`src/rtl/cx_map.svh`:
```
// constants of the coprocessor exception sequencer
// How it works
// - true trap: six-word frame, vector 7
// - trap frame pc is next instruction
// - trace every instruction, or on flow change
// - pending trace waits for instruction end
// - no trace: stop dialogue on come-again clear
// - trace pending: read until finished or post
// - flow mode general: trace on status direction
// - null, come-again, interrupts: service interrupts
// - trace pending null, not finished: interrupts
// - null-answer interrupts use ten-word frame, then reread
// - save not ready: four-word frame interrupts
// - length not multiple of four: format error
// - bad save length: abort, then format error
// - bad restore length: write, read, abort, error
// - format error: four-word frame, vector 14
// - first access bus error: absent coprocessor
// - later bus errors: resumable bus error
// - odd prefetch address: address error fault
// - line emulator: four-word frame, vector 11
`ifndef CX_MAP_SVH
`define CX_MAP_SVH
// ==========================================================
// register offsets and reset values
`define CX_REG_CTRL 4'h0
`define CX_REG_STATUS 4'h4
`define CX_REG_COUNT 4'h8
`define CX_CTRL_EN_RST 1'h1
// ==========================================================
// vectors
`define CX_VEC_TRAP 8'h07
`define CX_VEC_FMT 8'h0E
`define CX_VEC_FLINE 8'h0B
`define CX_VEC_BUSERR 8'h02
`define CX_VEC_ADDRERR 8'h03
`define CX_VEC_TRACE 8'h09
// ==========================================================
// trace modes and primitive fields
`define CX_TM_EACH 2'h2
`define CX_TM_FLOW 2'h1
`define CX_B_CA 15
`define CX_B_DR 13
`define CX_B_IA 8
`define CX_B_PF 1
`define CX_B_TF 0
`define CX_PR_NULL 5'h04
`define CX_PR_STAT 4'h1
`define CX_PR_PRE 6'h1C
`define CX_PR_MID 6'h1D
`define CX_PR_POST 6'h1E
`endif

```
`src/rtl/cx_pkg.sv`:
```
// types shared by the coprocessor exception sequencer
package cx_pkg;
    typedef enum logic [2:0] {
        OP_GEN = 3'h0, OP_COND = 3'h1, OP_TRAP = 3'h2,
        OP_SAVE = 3'h3, OP_REST = 3'h4, OP_BR = 3'h5
    } op_e;
    typedef enum logic [1:0] {
        FR_FOUR = 2'h0, FR_SIX = 2'h1, FR_TEN = 2'h2
    } frame_e;
    typedef enum logic [5:0] {
        S_IDLE = 6'h01, S_DIALOG = 6'h02, S_IRQ = 6'h04,
        S_REPLY = 6'h08, S_ABORT = 6'h10, S_EXC = 6'h20
    } state_e;
    typedef struct packed {
        logic ca, dr, ia, pf, tf;
        logic is_null, is_stat, is_pre, is_mid, is_post;
        logic [7:0] vec;
    } prim_s;
    typedef struct packed {
        logic [7:0] vec;
        frame_e frm;
    } req_s;
    typedef struct packed {
        logic start;
        op_e op;
        logic [1:0] tmode;
        logic flow_chg;
        logic prim_vld;
        logic [15:0] prim;
        logic fmt_vld;
        logic [7:0] fmt_len;
        logic fmt_notready;
        logic reply_vld;
        logic done;
        logic bus_err;
        logic odd_fetch;
        logic irq_pend;
        logic [7:0] irq_vec;
        logic exc_ret;
        logic [31:0] next_pc;
    } ev_s;
endpackage : cx_pkg

```
`src/rtl/coproc_exception_sequencer.sv`:
```
// exception sequencer for coprocessor instructions with AXI4-Lite regs
//
// Decided for this implementation: register access over AXI4-Lite and the register addresses.
`timescale 1ns/1ps
`default_nettype none
`include "cx_map.svh"
module coproc_exception_sequencer
    import cx_pkg::*;
#(
    parameter int ADDR_W = 4
) (
    // clock, reset, enable
    input wire logic aclk,
    input wire logic aresetn,
    input wire logic ce,
    // axi4-lite write
    input wire logic awvalid,
    output logic awready,
    input wire logic [ADDR_W-1:0] awaddr,
    input wire logic wvalid,
    output logic wready,
    input wire logic [31:0] wdata,
    input wire logic [3:0] wstrb,
    output logic bvalid,
    input wire logic bready,
    output logic [1:0] bresp,
    // axi4-lite read
    input wire logic arvalid,
    output logic arready,
    input wire logic [ADDR_W-1:0] araddr,
    output logic rvalid,
    input wire logic rready,
    output logic [31:0] rdata,
    output logic [1:0] rresp,
    // events from the processor core
    input wire cx_pkg::ev_s ev,
    // interface register actions
    output logic resp_read,
    output logic abort_wr,
    output logic restore_wr,
    output logic dialog_end,
    // exception request
    output logic req_valid,
    input wire logic req_ready,
    output cx_pkg::req_s req,
    output logic [31:0] frame_pc
);
    import cx_pkg::*;

    typedef struct packed {
        state_e st;
        op_e op;
        logic [1:0] tmode;
        logic tpend;
        logic cof;
        logic first;
        logic trc;
        logic irqw;
        logic en;
        logic [7:0] last_vec;
        logic [15:0] count;
        logic [31:0] fpc;
        logic aw_ok, w_ok;
        logic [ADDR_W-1:0] awa;
        logic [31:0] wd;
        logic [3:0] ws;
        logic bv;
        logic [1:0] br;
        logic rv;
        logic [31:0] rd;
        logic [1:0] rr;
    } st_s;

    st_s s;
    st_s next_s;
    prim_s p;
    logic ld;
    req_s ldq;
    logic take_trc;
    logic cof_now;

    // ==========================================================
    // trace decision at instruction end
    function automatic logic trace_take(input logic [1:0] tm,
            input op_e op, input logic cof, input logic flow);
        trace_take = (tm == `CX_TM_EACH) ||
            (tm == `CX_TM_FLOW && ((op == OP_GEN) ? cof : flow));
    endfunction : trace_take

    prim_decode u_dec (
        .word(ev.prim),
        .p(p)
    );

    exc_request u_req (
        .aclk(aclk),
        .aresetn(aresetn),
        .ce(ce),
        .ld(ld),
        .d(ldq),
        .valid(req_valid),
        .ready(req_ready),
        .q(req)
    );

    // status primitive with direction set marks a flow change
    assign cof_now = s.cof || (ev.prim_vld && p.is_stat && p.dr &&
        s.tmode == `CX_TM_FLOW);
    assign take_trc = trace_take(s.tmode, s.op, cof_now, ev.flow_chg);

    // ==========================================================
    // sequencer and register bus, all held while ce is low
    always_comb begin
        next_s = s;
        resp_read = 1'h0;
        abort_wr = 1'h0;
        restore_wr = 1'h0;
        dialog_end = 1'h0;
        ld = 1'h0;
        ldq = '0;
        awready = 1'h0;
        wready = 1'h0;
        arready = 1'h0;
        if (ce) begin
            // write address and data may come in either order
            awready = !s.aw_ok && !s.bv;
            wready = !s.w_ok && !s.bv;
            arready = !s.rv;
            if (awvalid && awready) begin
                next_s.aw_ok = 1'h1;
                next_s.awa = awaddr;
            end
            if (wvalid && wready) begin
                next_s.w_ok = 1'h1;
                next_s.wd = wdata;
                next_s.ws = wstrb;
            end
            if (s.aw_ok && s.w_ok) begin
                next_s.aw_ok = 1'h0;
                next_s.w_ok = 1'h0;
                next_s.bv = 1'h1;
                next_s.br = 2'h0;
                if (s.awa == `CX_REG_CTRL) begin
                    if (s.ws[0]) begin
                        next_s.en = s.wd[0];
                    end
                end else if (s.awa == `CX_REG_COUNT) begin
                    next_s.count = 16'h0000;
                end else if (s.awa != `CX_REG_STATUS) begin
                    next_s.br = 2'h3;
                end
            end
            if (s.bv && bready) begin
                next_s.bv = 1'h0;
            end
            if (s.rv && rready) begin
                next_s.rv = 1'h0;
            end
            if (arvalid && arready) begin
                next_s.rv = 1'h1;
                next_s.rr = 2'h0;
                case (araddr)
                    `CX_REG_CTRL: next_s.rd = {31'h0, s.en};
                    `CX_REG_STATUS: next_s.rd = {14'h0, s.tpend, s.cof,
                        s.last_vec, 2'h0, s.st};
                    `CX_REG_COUNT: next_s.rd = {16'h0, s.count};
                    default: begin
                        next_s.rd = 32'h0;
                        next_s.rr = 2'h3;
                    end
                endcase
            end

            case (s.st)
                S_IDLE: begin
                    if (ev.start && s.en) begin
                        next_s.op = ev.op;
                        next_s.tmode = ev.tmode;
                        // save, restore and conditional keep their
                        // dialogue; only general reads on for trace each
                        next_s.tpend = (ev.op == OP_GEN) &&
                            (ev.tmode == `CX_TM_EACH);
                        next_s.cof = 1'h0;
                        next_s.first = 1'h1;
                        next_s.trc = 1'h0;
                        next_s.irqw = 1'h0;
                        next_s.st = S_DIALOG;
                    end
                end
                S_DIALOG: begin
                    next_s.cof = cof_now;
                    if (ev.bus_err) begin
                        ld = 1'h1;
                        if (s.first) begin
                            // no answer at all: no coprocessor there
                            ldq.vec = `CX_VEC_FLINE;
                            ldq.frm = FR_FOUR;
                        end else begin
                            ldq.vec = `CX_VEC_BUSERR;
                            ldq.frm = FR_TEN;
                        end
                        next_s.st = S_EXC;
                    end else if (ev.odd_fetch) begin
                        ld = 1'h1;
                        ldq.vec = `CX_VEC_ADDRERR;
                        ldq.frm = FR_TEN;
                        next_s.st = S_EXC;
                    end else if (ev.fmt_vld && ev.fmt_len[1:0] != 2'h0)
                    begin
                        if (s.op == OP_REST) begin
                            restore_wr = 1'h1;
                            next_s.st = S_REPLY;
                        end else begin
                            next_s.st = S_ABORT;
                        end
                    end else if (ev.fmt_notready && s.op == OP_SAVE)
                    begin
                        // four-word frame restarts the save on return
                        if (ev.irq_pend) begin
                            ld = 1'h1;
                            ldq.vec = ev.irq_vec;
                            ldq.frm = FR_FOUR;
                            next_s.irqw = 1'h1;
                            next_s.st = S_EXC;
                        end else begin
                            resp_read = 1'h1;
                        end
                    end else if (ev.prim_vld) begin
                        next_s.first = 1'h0;
                        if (s.op == OP_TRAP && p.is_null && p.tf &&
                                !p.ca) begin
                            ld = 1'h1;
                            ldq.vec = `CX_VEC_TRAP;
                            ldq.frm = FR_SIX;
                            next_s.fpc = ev.next_pc;
                            next_s.trc = take_trc;
                            next_s.st = S_EXC;
                        end else if (p.is_pre || p.is_mid || p.is_post)
                        begin
                            ld = 1'h1;
                            ldq.vec = p.vec;
                            ldq.frm = p.is_pre ? FR_FOUR :
                                (p.is_mid ? FR_TEN : FR_SIX);
                            next_s.trc = p.is_post && take_trc;
                            next_s.st = S_EXC;
                        end else if (p.is_null && p.ia && (p.ca ||
                                (s.tpend && !p.pf))) begin
                            if (ev.irq_pend) begin
                                ld = 1'h1;
                                ldq.vec = ev.irq_vec;
                                ldq.frm = FR_TEN;
                                next_s.irqw = 1'h1;
                                next_s.st = S_EXC;
                            end else begin
                                resp_read = 1'h1;
                            end
                        end else if (!p.ca && (!s.tpend ||
                                (p.is_null && p.pf))) begin
                            // coprocessor may keep running alone
                            dialog_end = 1'h1;
                            if (take_trc) begin
                                ld = 1'h1;
                                ldq.vec = `CX_VEC_TRACE;
                                ldq.frm = FR_SIX;
                                next_s.st = S_EXC;
                            end else begin
                                next_s.st = S_IDLE;
                            end
                        end else begin
                            // busy null answers keep the loop going
                            resp_read = 1'h1;
                        end
                    end else if (ev.done) begin
                        if (take_trc) begin
                            ld = 1'h1;
                            ldq.vec = `CX_VEC_TRACE;
                            ldq.frm = FR_SIX;
                            next_s.st = S_EXC;
                        end else begin
                            next_s.st = S_IDLE;
                        end
                    end
                end
                S_REPLY: begin
                    if (ev.reply_vld) begin
                        next_s.st = S_ABORT;
                    end
                end
                S_ABORT: begin
                    abort_wr = 1'h1;
                    ld = 1'h1;
                    ldq.vec = `CX_VEC_FMT;
                    ldq.frm = FR_FOUR;
                    next_s.st = S_EXC;
                end
                S_EXC: begin
                    if (req_valid && req_ready) begin
                        if (s.trc) begin
                            ld = 1'h1;
                            ldq.vec = `CX_VEC_TRACE;
                            ldq.frm = FR_SIX;
                            next_s.trc = 1'h0;
                        end else if (s.irqw) begin
                            next_s.st = S_IRQ;
                        end else begin
                            next_s.st = S_IDLE;
                        end
                    end
                end
                S_IRQ: begin
                    if (ev.exc_ret) begin
                        resp_read = 1'h1;
                        next_s.irqw = 1'h0;
                        next_s.st = S_DIALOG;
                    end
                end
                default: next_s.st = S_IDLE;
            endcase
            if (ld) begin
                next_s.last_vec = ldq.vec;
                next_s.count = s.count + 16'h0001;
            end
        end
    end

    // ==========================================================
    // only the external reset clears this block
    always_ff @(posedge aclk) begin
        if (!aresetn) begin
            s <= '0;
            s.st <= S_IDLE;
            s.en <= `CX_CTRL_EN_RST;
        end else if (ce) begin
            s <= next_s;
        end
    end

    assign bvalid = s.bv;
    assign bresp = s.br;
    assign rvalid = s.rv;
    assign rdata = s.rd;
    assign rresp = s.rr;
    assign frame_pc = s.fpc;
endmodule : coproc_exception_sequencer
`default_nettype wire

```
`src/rtl/exc_request.sv`:
```
// holding register for the single request to the exception unit
`timescale 1ns/1ps
`default_nettype none
module exc_request
    import cx_pkg::*;
(
    // clock, reset, enable
    input wire logic aclk,
    input wire logic aresetn,
    input wire logic ce,
    // load side
    input wire logic ld,
    input wire cx_pkg::req_s d,
    // exception unit side
    output logic valid,
    input wire logic ready,
    output cx_pkg::req_s q
);
    import cx_pkg::*;
    typedef struct packed {
        logic valid;
        req_s q;
    } rq_s;
    rq_s s;
    rq_s next_s;
    // ==========================================================
    // one request stands until taken; a follow-up trace loads as it goes
    always_comb begin
        next_s = s;
        if (s.valid && ready) begin
            next_s.valid = 1'h0;
        end
        if (ld && (!s.valid || ready)) begin
            next_s.valid = 1'h1;
            next_s.q = d;
        end
    end
    always_ff @(posedge aclk) begin
        if (!aresetn) begin
            s <= '0;
        end else if (ce) begin
            s <= next_s;
        end
    end
    assign valid = s.valid;
    assign q = s.q;
endmodule : exc_request
`default_nettype wire

```
`src/rtl/prim_decode.sv`:
```
// field decoder for a coprocessor response primitive
`timescale 1ns/1ps
`default_nettype none
`include "cx_map.svh"
module prim_decode
    import cx_pkg::*;
(
    // primitive in, fields out
    input wire logic [15:0] word,
    output cx_pkg::prim_s p
);
    // ==========================================================
    // flags and kinds
    assign p.ca = word[`CX_B_CA];
    assign p.dr = word[`CX_B_DR];
    assign p.ia = word[`CX_B_IA];
    assign p.pf = word[`CX_B_PF];
    assign p.tf = word[`CX_B_TF];
    assign p.is_null = (word[13:9] == `CX_PR_NULL);
    assign p.is_stat = (word[12:9] == `CX_PR_STAT);
    // exception primitives carry come-again clear in bit 15
    assign p.is_pre = !word[15] && (word[13:8] == `CX_PR_PRE);
    assign p.is_mid = !word[15] && (word[13:8] == `CX_PR_MID);
    assign p.is_post = !word[15] && (word[13:8] == `CX_PR_POST);
    assign p.vec = word[7:0];
endmodule : prim_decode
`default_nettype wire

```
`config.mk`:
```
export PLATFORM = sky130hd
export DESIGN_NAME = coproc_exception_sequencer
export DESIGN_NICKNAME = d
export VERILOG_FILES = /design/src/rtl/cx_pkg.sv /design/src/rtl/coproc_exception_sequencer.sv /design/src/rtl/exc_request.sv /design/src/rtl/prim_decode.sv
export VERILOG_INCLUDE_DIRS = /design/src /design/src/rtl
export SDC_FILE = /design/constraint.sdc
export NUM_CORES = 1
export LEC_CHECK = 0
export BUFFER_PORTS_ARGS = -buffer_cell sky130_fd_sc_hd__clkbuf_2
export CAP_MARGIN = 20
export CELL_PAD_IN_SITES_DETAIL_PLACEMENT = 1
export CELL_PAD_IN_SITES_GLOBAL_PLACEMENT = 1
export CORE_ASPECT_RATIO = 0.7
export CORE_MARGIN = 2
export CORE_UTILIZATION = 25
export DETAILED_ROUTE_END_ITERATION = 7
export PLACE_DENSITY = 0.68
export SLEW_MARGIN = 20
export SYNTH_ARGS = -nofsm -noshare
export SYNTH_HDL_FRONTEND = slang
export SYNTH_SLANG_ARGS = --single-unit
```
`constraint.sdc`:
```
create_clock -name aclk -period 3.2 [get_ports aclk]
set_input_delay 0.48 -clock aclk [delete_from_list [all_inputs] [get_ports aclk]]
set_output_delay 0.48 -clock aclk [all_outputs]
set_load 0.005 [all_outputs]
```
==> flow_summary_export.csv <==
group,metric,value,unit
status,status,"complete, no violations",
floorplanning,rows,47,
final_layout,nNetsFinal,1047,
worst_setup_path,crit_family,"simple AND/OR/NAND/NOR gates",
floorplanning,die_h,135,um
floorplanning,num_io_pins,221,
final_layout,final_cell_mix,"165 x clkbuf_2, 115 x nand2_1, 114 x dfxtp_1",
drt,drc,0,
synth,synth_cell_types,68,
clock_network,cts_made_buffers,17,
synth,synthAdderAreaFrac,0.204,%
global_route,first_global_vias,5977,
synth,synth-seq-area-share,37.1,%
drt,vias,6105,
final_layout,mostFrequentLayoutCell,"clkbuf_2",
worst_hold_path,hold_path_class,"input pin to flip-flop",
synth,synth_ff_type,"dfxtp_1",
worst_setup_path,required,2.72,ns
timing,grt_setup_unrepaired,"no",
place,routabilityCongestion,0.890,
global_route,grt_pass1_wl,33600,um
synth,syn_avg_cell_area,7.66,um^2
timing,tightestPinTransition,1.04,ns
worst_setup_path,cpMaxStageDelayCell,"or4b_1",
clock_network,cts_max_level,4,
timing,setup-violations-final,0,
floorplanning,die_w,191,um
worst_hold_path,min_path_cells,3,
power_and_ir_drop,power.total,3660,uW
final_layout,areaGrowthSynthToFinish,22.9,%
worst_hold_path,min_from,"ev[20]",
synth,netlist_area,0.00615,mm^2
synth,synth_warnings,0,
timing,period_share,94.1,%
power_and_ir_drop,p_per_area,485,mW/mm^2
worst_setup_path,r2r_cells,7,
worst_setup_path,startpoint_type,"flip-flop",
global_route,antenna_found_initial,0,
timing,fin_crit,3.01,ns
timing,hold_violations,0,
worst_setup_path,cp_max_fo,9,
global_route,grt_max_degree,42,
global_route,grt_use_total,17.0,%
drt,post_drt_wl_per_cell,17.4,um
timing,maxSlewHeadroom,30.8,%
synth,synth_compound_area_share,21.0,%
final_layout,antenna_cells,0,
synth,synth_top_family_by_area,"simple AND/OR/NAND/NOR gates",
drt,drt_iter0_markers,315,
power_and_ir_drop,irDropWorstVdd,346,uV
place,numPortBuffers,165,
clock_network,cts_buffer_depth,2,
worst_setup_path,r2r_start,"s[152]",
global_route,grt_overflow,0,
clock_network,cts_tree,"done",
timing,fin_skew,0.0103,ns
floorplanning,core_area,0.0239,mm^2
synth,synthSimpleGateAreaFrac,26.7,%
drt,via_per_inst,4.91,
worst_setup_path,reg2reg_to,"s[112]",
floorplanning,die_area,0.0259,mm^2
worst_setup_path,worst_setup_path_end_kind,"output pin",
synth,synthXorXnorAreaFrac,0.285,%
timing,final.setup.tns,0,ns
clock_network,post_cts_buffers,0,
worst_setup_path,worst_ep_arrival_time,2.53,ns
worst_setup_path,critical_path_class,"flip-flop to output pin",
clock_network,clk_latency,0.42,ns
worst_setup_path,path_cells,"or4b_1 > nor3_4 > nand3_1 > a221oi_1 > a21oi_1 > nor2b_1 > clkbuf_2",
synth,synth_edf_count,0,
synth,synth_mux_area_share,2.28,%
drt,drtAntennaViolNets,0,
synth,async_reset_ff_share,0,%
worst_setup_path,path_buf_inv,1,
final_layout,drive_gt1_share,27.0,%
worst_setup_path,r2r_slack,0.22,ns
drt,routed_wirelength,21700,um
drt,firstDrtPassIters,5,
timing,fmax,332,MHz
synth,ys_ff_latch,114,
worst_hold_path,min_to,"frame_pc[20]",
synth,synthCells,803,
clock_network,clockRootBuffer,"clkbuf_16",
worst_setup_path,slowest_delay,0.66,ns
floorplanning,start_util,25.7,%
power_and_ir_drop,leakage,0.00302,uW
flow_run,cap_violations,0,
timing,finalMaxSlewViolations,0,
clock_network,clock_sinks,114,
clock_network,clk_pin_slew,0.06,ns
place,dp_hpwl,16500,um
## sequential cells by signal, summed over array words and instances, names as in the netlist
| register | cells |
|---|---|
| rresp | 1 |
| bvalid | 1 |
| u_req.q | 10 |
| frame_pc | 32 |
| u_req.valid | 1 |
| s | 49 |
| rvalid | 1 |
| bresp | 1 |
| rdata | 18 |
## final cells by class
| class | instances | area [um^2] |
|---|---|---|
| Clock buffer | 21 | 470 |
| Clock inverter | 10 | 109 |
| Fill cell | 2995 | 16300 |
| Inverter | 12 | 45.0 |
| Multi-Input combinational cell | 574 | 3200 |
| Sequential cell | 114 | 2280 |
| Tap cell | 318 | 398 |
| Timing Repair Buffer | 194 | 1060 |
## metrics by stage
step                      hold slack, ns  setup WS, ns  cells  util (%)  area [um^2]
after global routing               0.265        0.0293   1243      31.6         7560
after detailed placement           0.448         0.173   1212      29.1         6950
after floorplan                    0.432         0.589    816         -         6200
after global placement             0.441         0.280   1212      29.1         6950
final                              0.283         0.190   1243      31.6         7560
after CTS                          0.258        0.0476   1243      31.6         7540
## synth_stat cells (4+ instances only)
master,n,area share (%)
a211oi_1,4,0.49
a21oi_1,94,7.7
a22oi_1,16,2.0
a31oi_1,5,0.51
and2_1,5,0.51
and3_1,11,1.1
buf_2,5,0.41
buf_4,68,8.3
clkbuf_1,39,2.4
dfxtp_1,114,37
inv_1,12,0.73
mux2i_1,14,2.3
nand2_1,115,7.0
nand2b_1,7,0.71
nand3_1,38,3.1
nand3b_1,4,0.49
nand4_1,7,0.71
nor2_1,74,4.5
nor2b_1,8,0.81
nor3_1,17,1.4
nor3b_1,5,0.61
nor4_1,7,0.71
o21ai_0,38,3.1
or3_1,19,1.9
## worst min-delay path, delay by kind of cell
family | cells | cell delay (ns)
and+or+nand+nor | 1 | 0.04
buffers and inverters | 1 | 0.08
AOI/OAI and AO/OA | 1 | 0.05
## layer usage
metal | track usage [%] | share of wire, % | vias up
met5 | 0 | 0 | -
met2 | 23.0 | 39 | 215
met3 | 6.27 | 9.2 | 15
met1 | 25.1 | 51 | 2895
met4 | 3.63 | 0.78 | 0
li1 | - | - | 2980
## how the worst max path moves through the flow
stage / from / end / slack, ns / cells past startpoint
6_report: s[152] / resp_read / 0.19 / 7
5_1_grt: s[152] / s[112] / 0.03 / 7
4_1_cts: s[152] / dialog_end / 0.05 / 5
3_5_place_dp: ev[66] / s[112] / 0.17 / 9
3_3_place_gp: ev[66] / s[112] / 0.28 / 9
2_1_floorplan: ev[66] / s[131] / 0.59 / 8
## power by group
| part | leakage, uW | switching [uW] | total [uW] | internal, uW |
|---|---|---|---|---|
| registers | 0.000921 | 22.1 | 1460 | 1440 |
| logic | 0.00181 | 187 | 311 | 124 |
| clock network | 0.000284 | 694 | 1890 | 1200 |
## what timing repair did
action,CTS,global route
hold buffers,0,0
setup endpoints to repair,2,1
cloned,0,0
gates resized for setup,2,2
pin swaps,0,0
## kinds of logic after synthesis
family | after synthesis
and+or+nand+nor | 338
AOI/OAI and AO/OA | 205
other | 1
adders and majority gates | 1
muxes | 14
xor gates and xnor gates | 2
DFF | 114
buffers and inverters | 128
(Power assumes the default switching activity.)
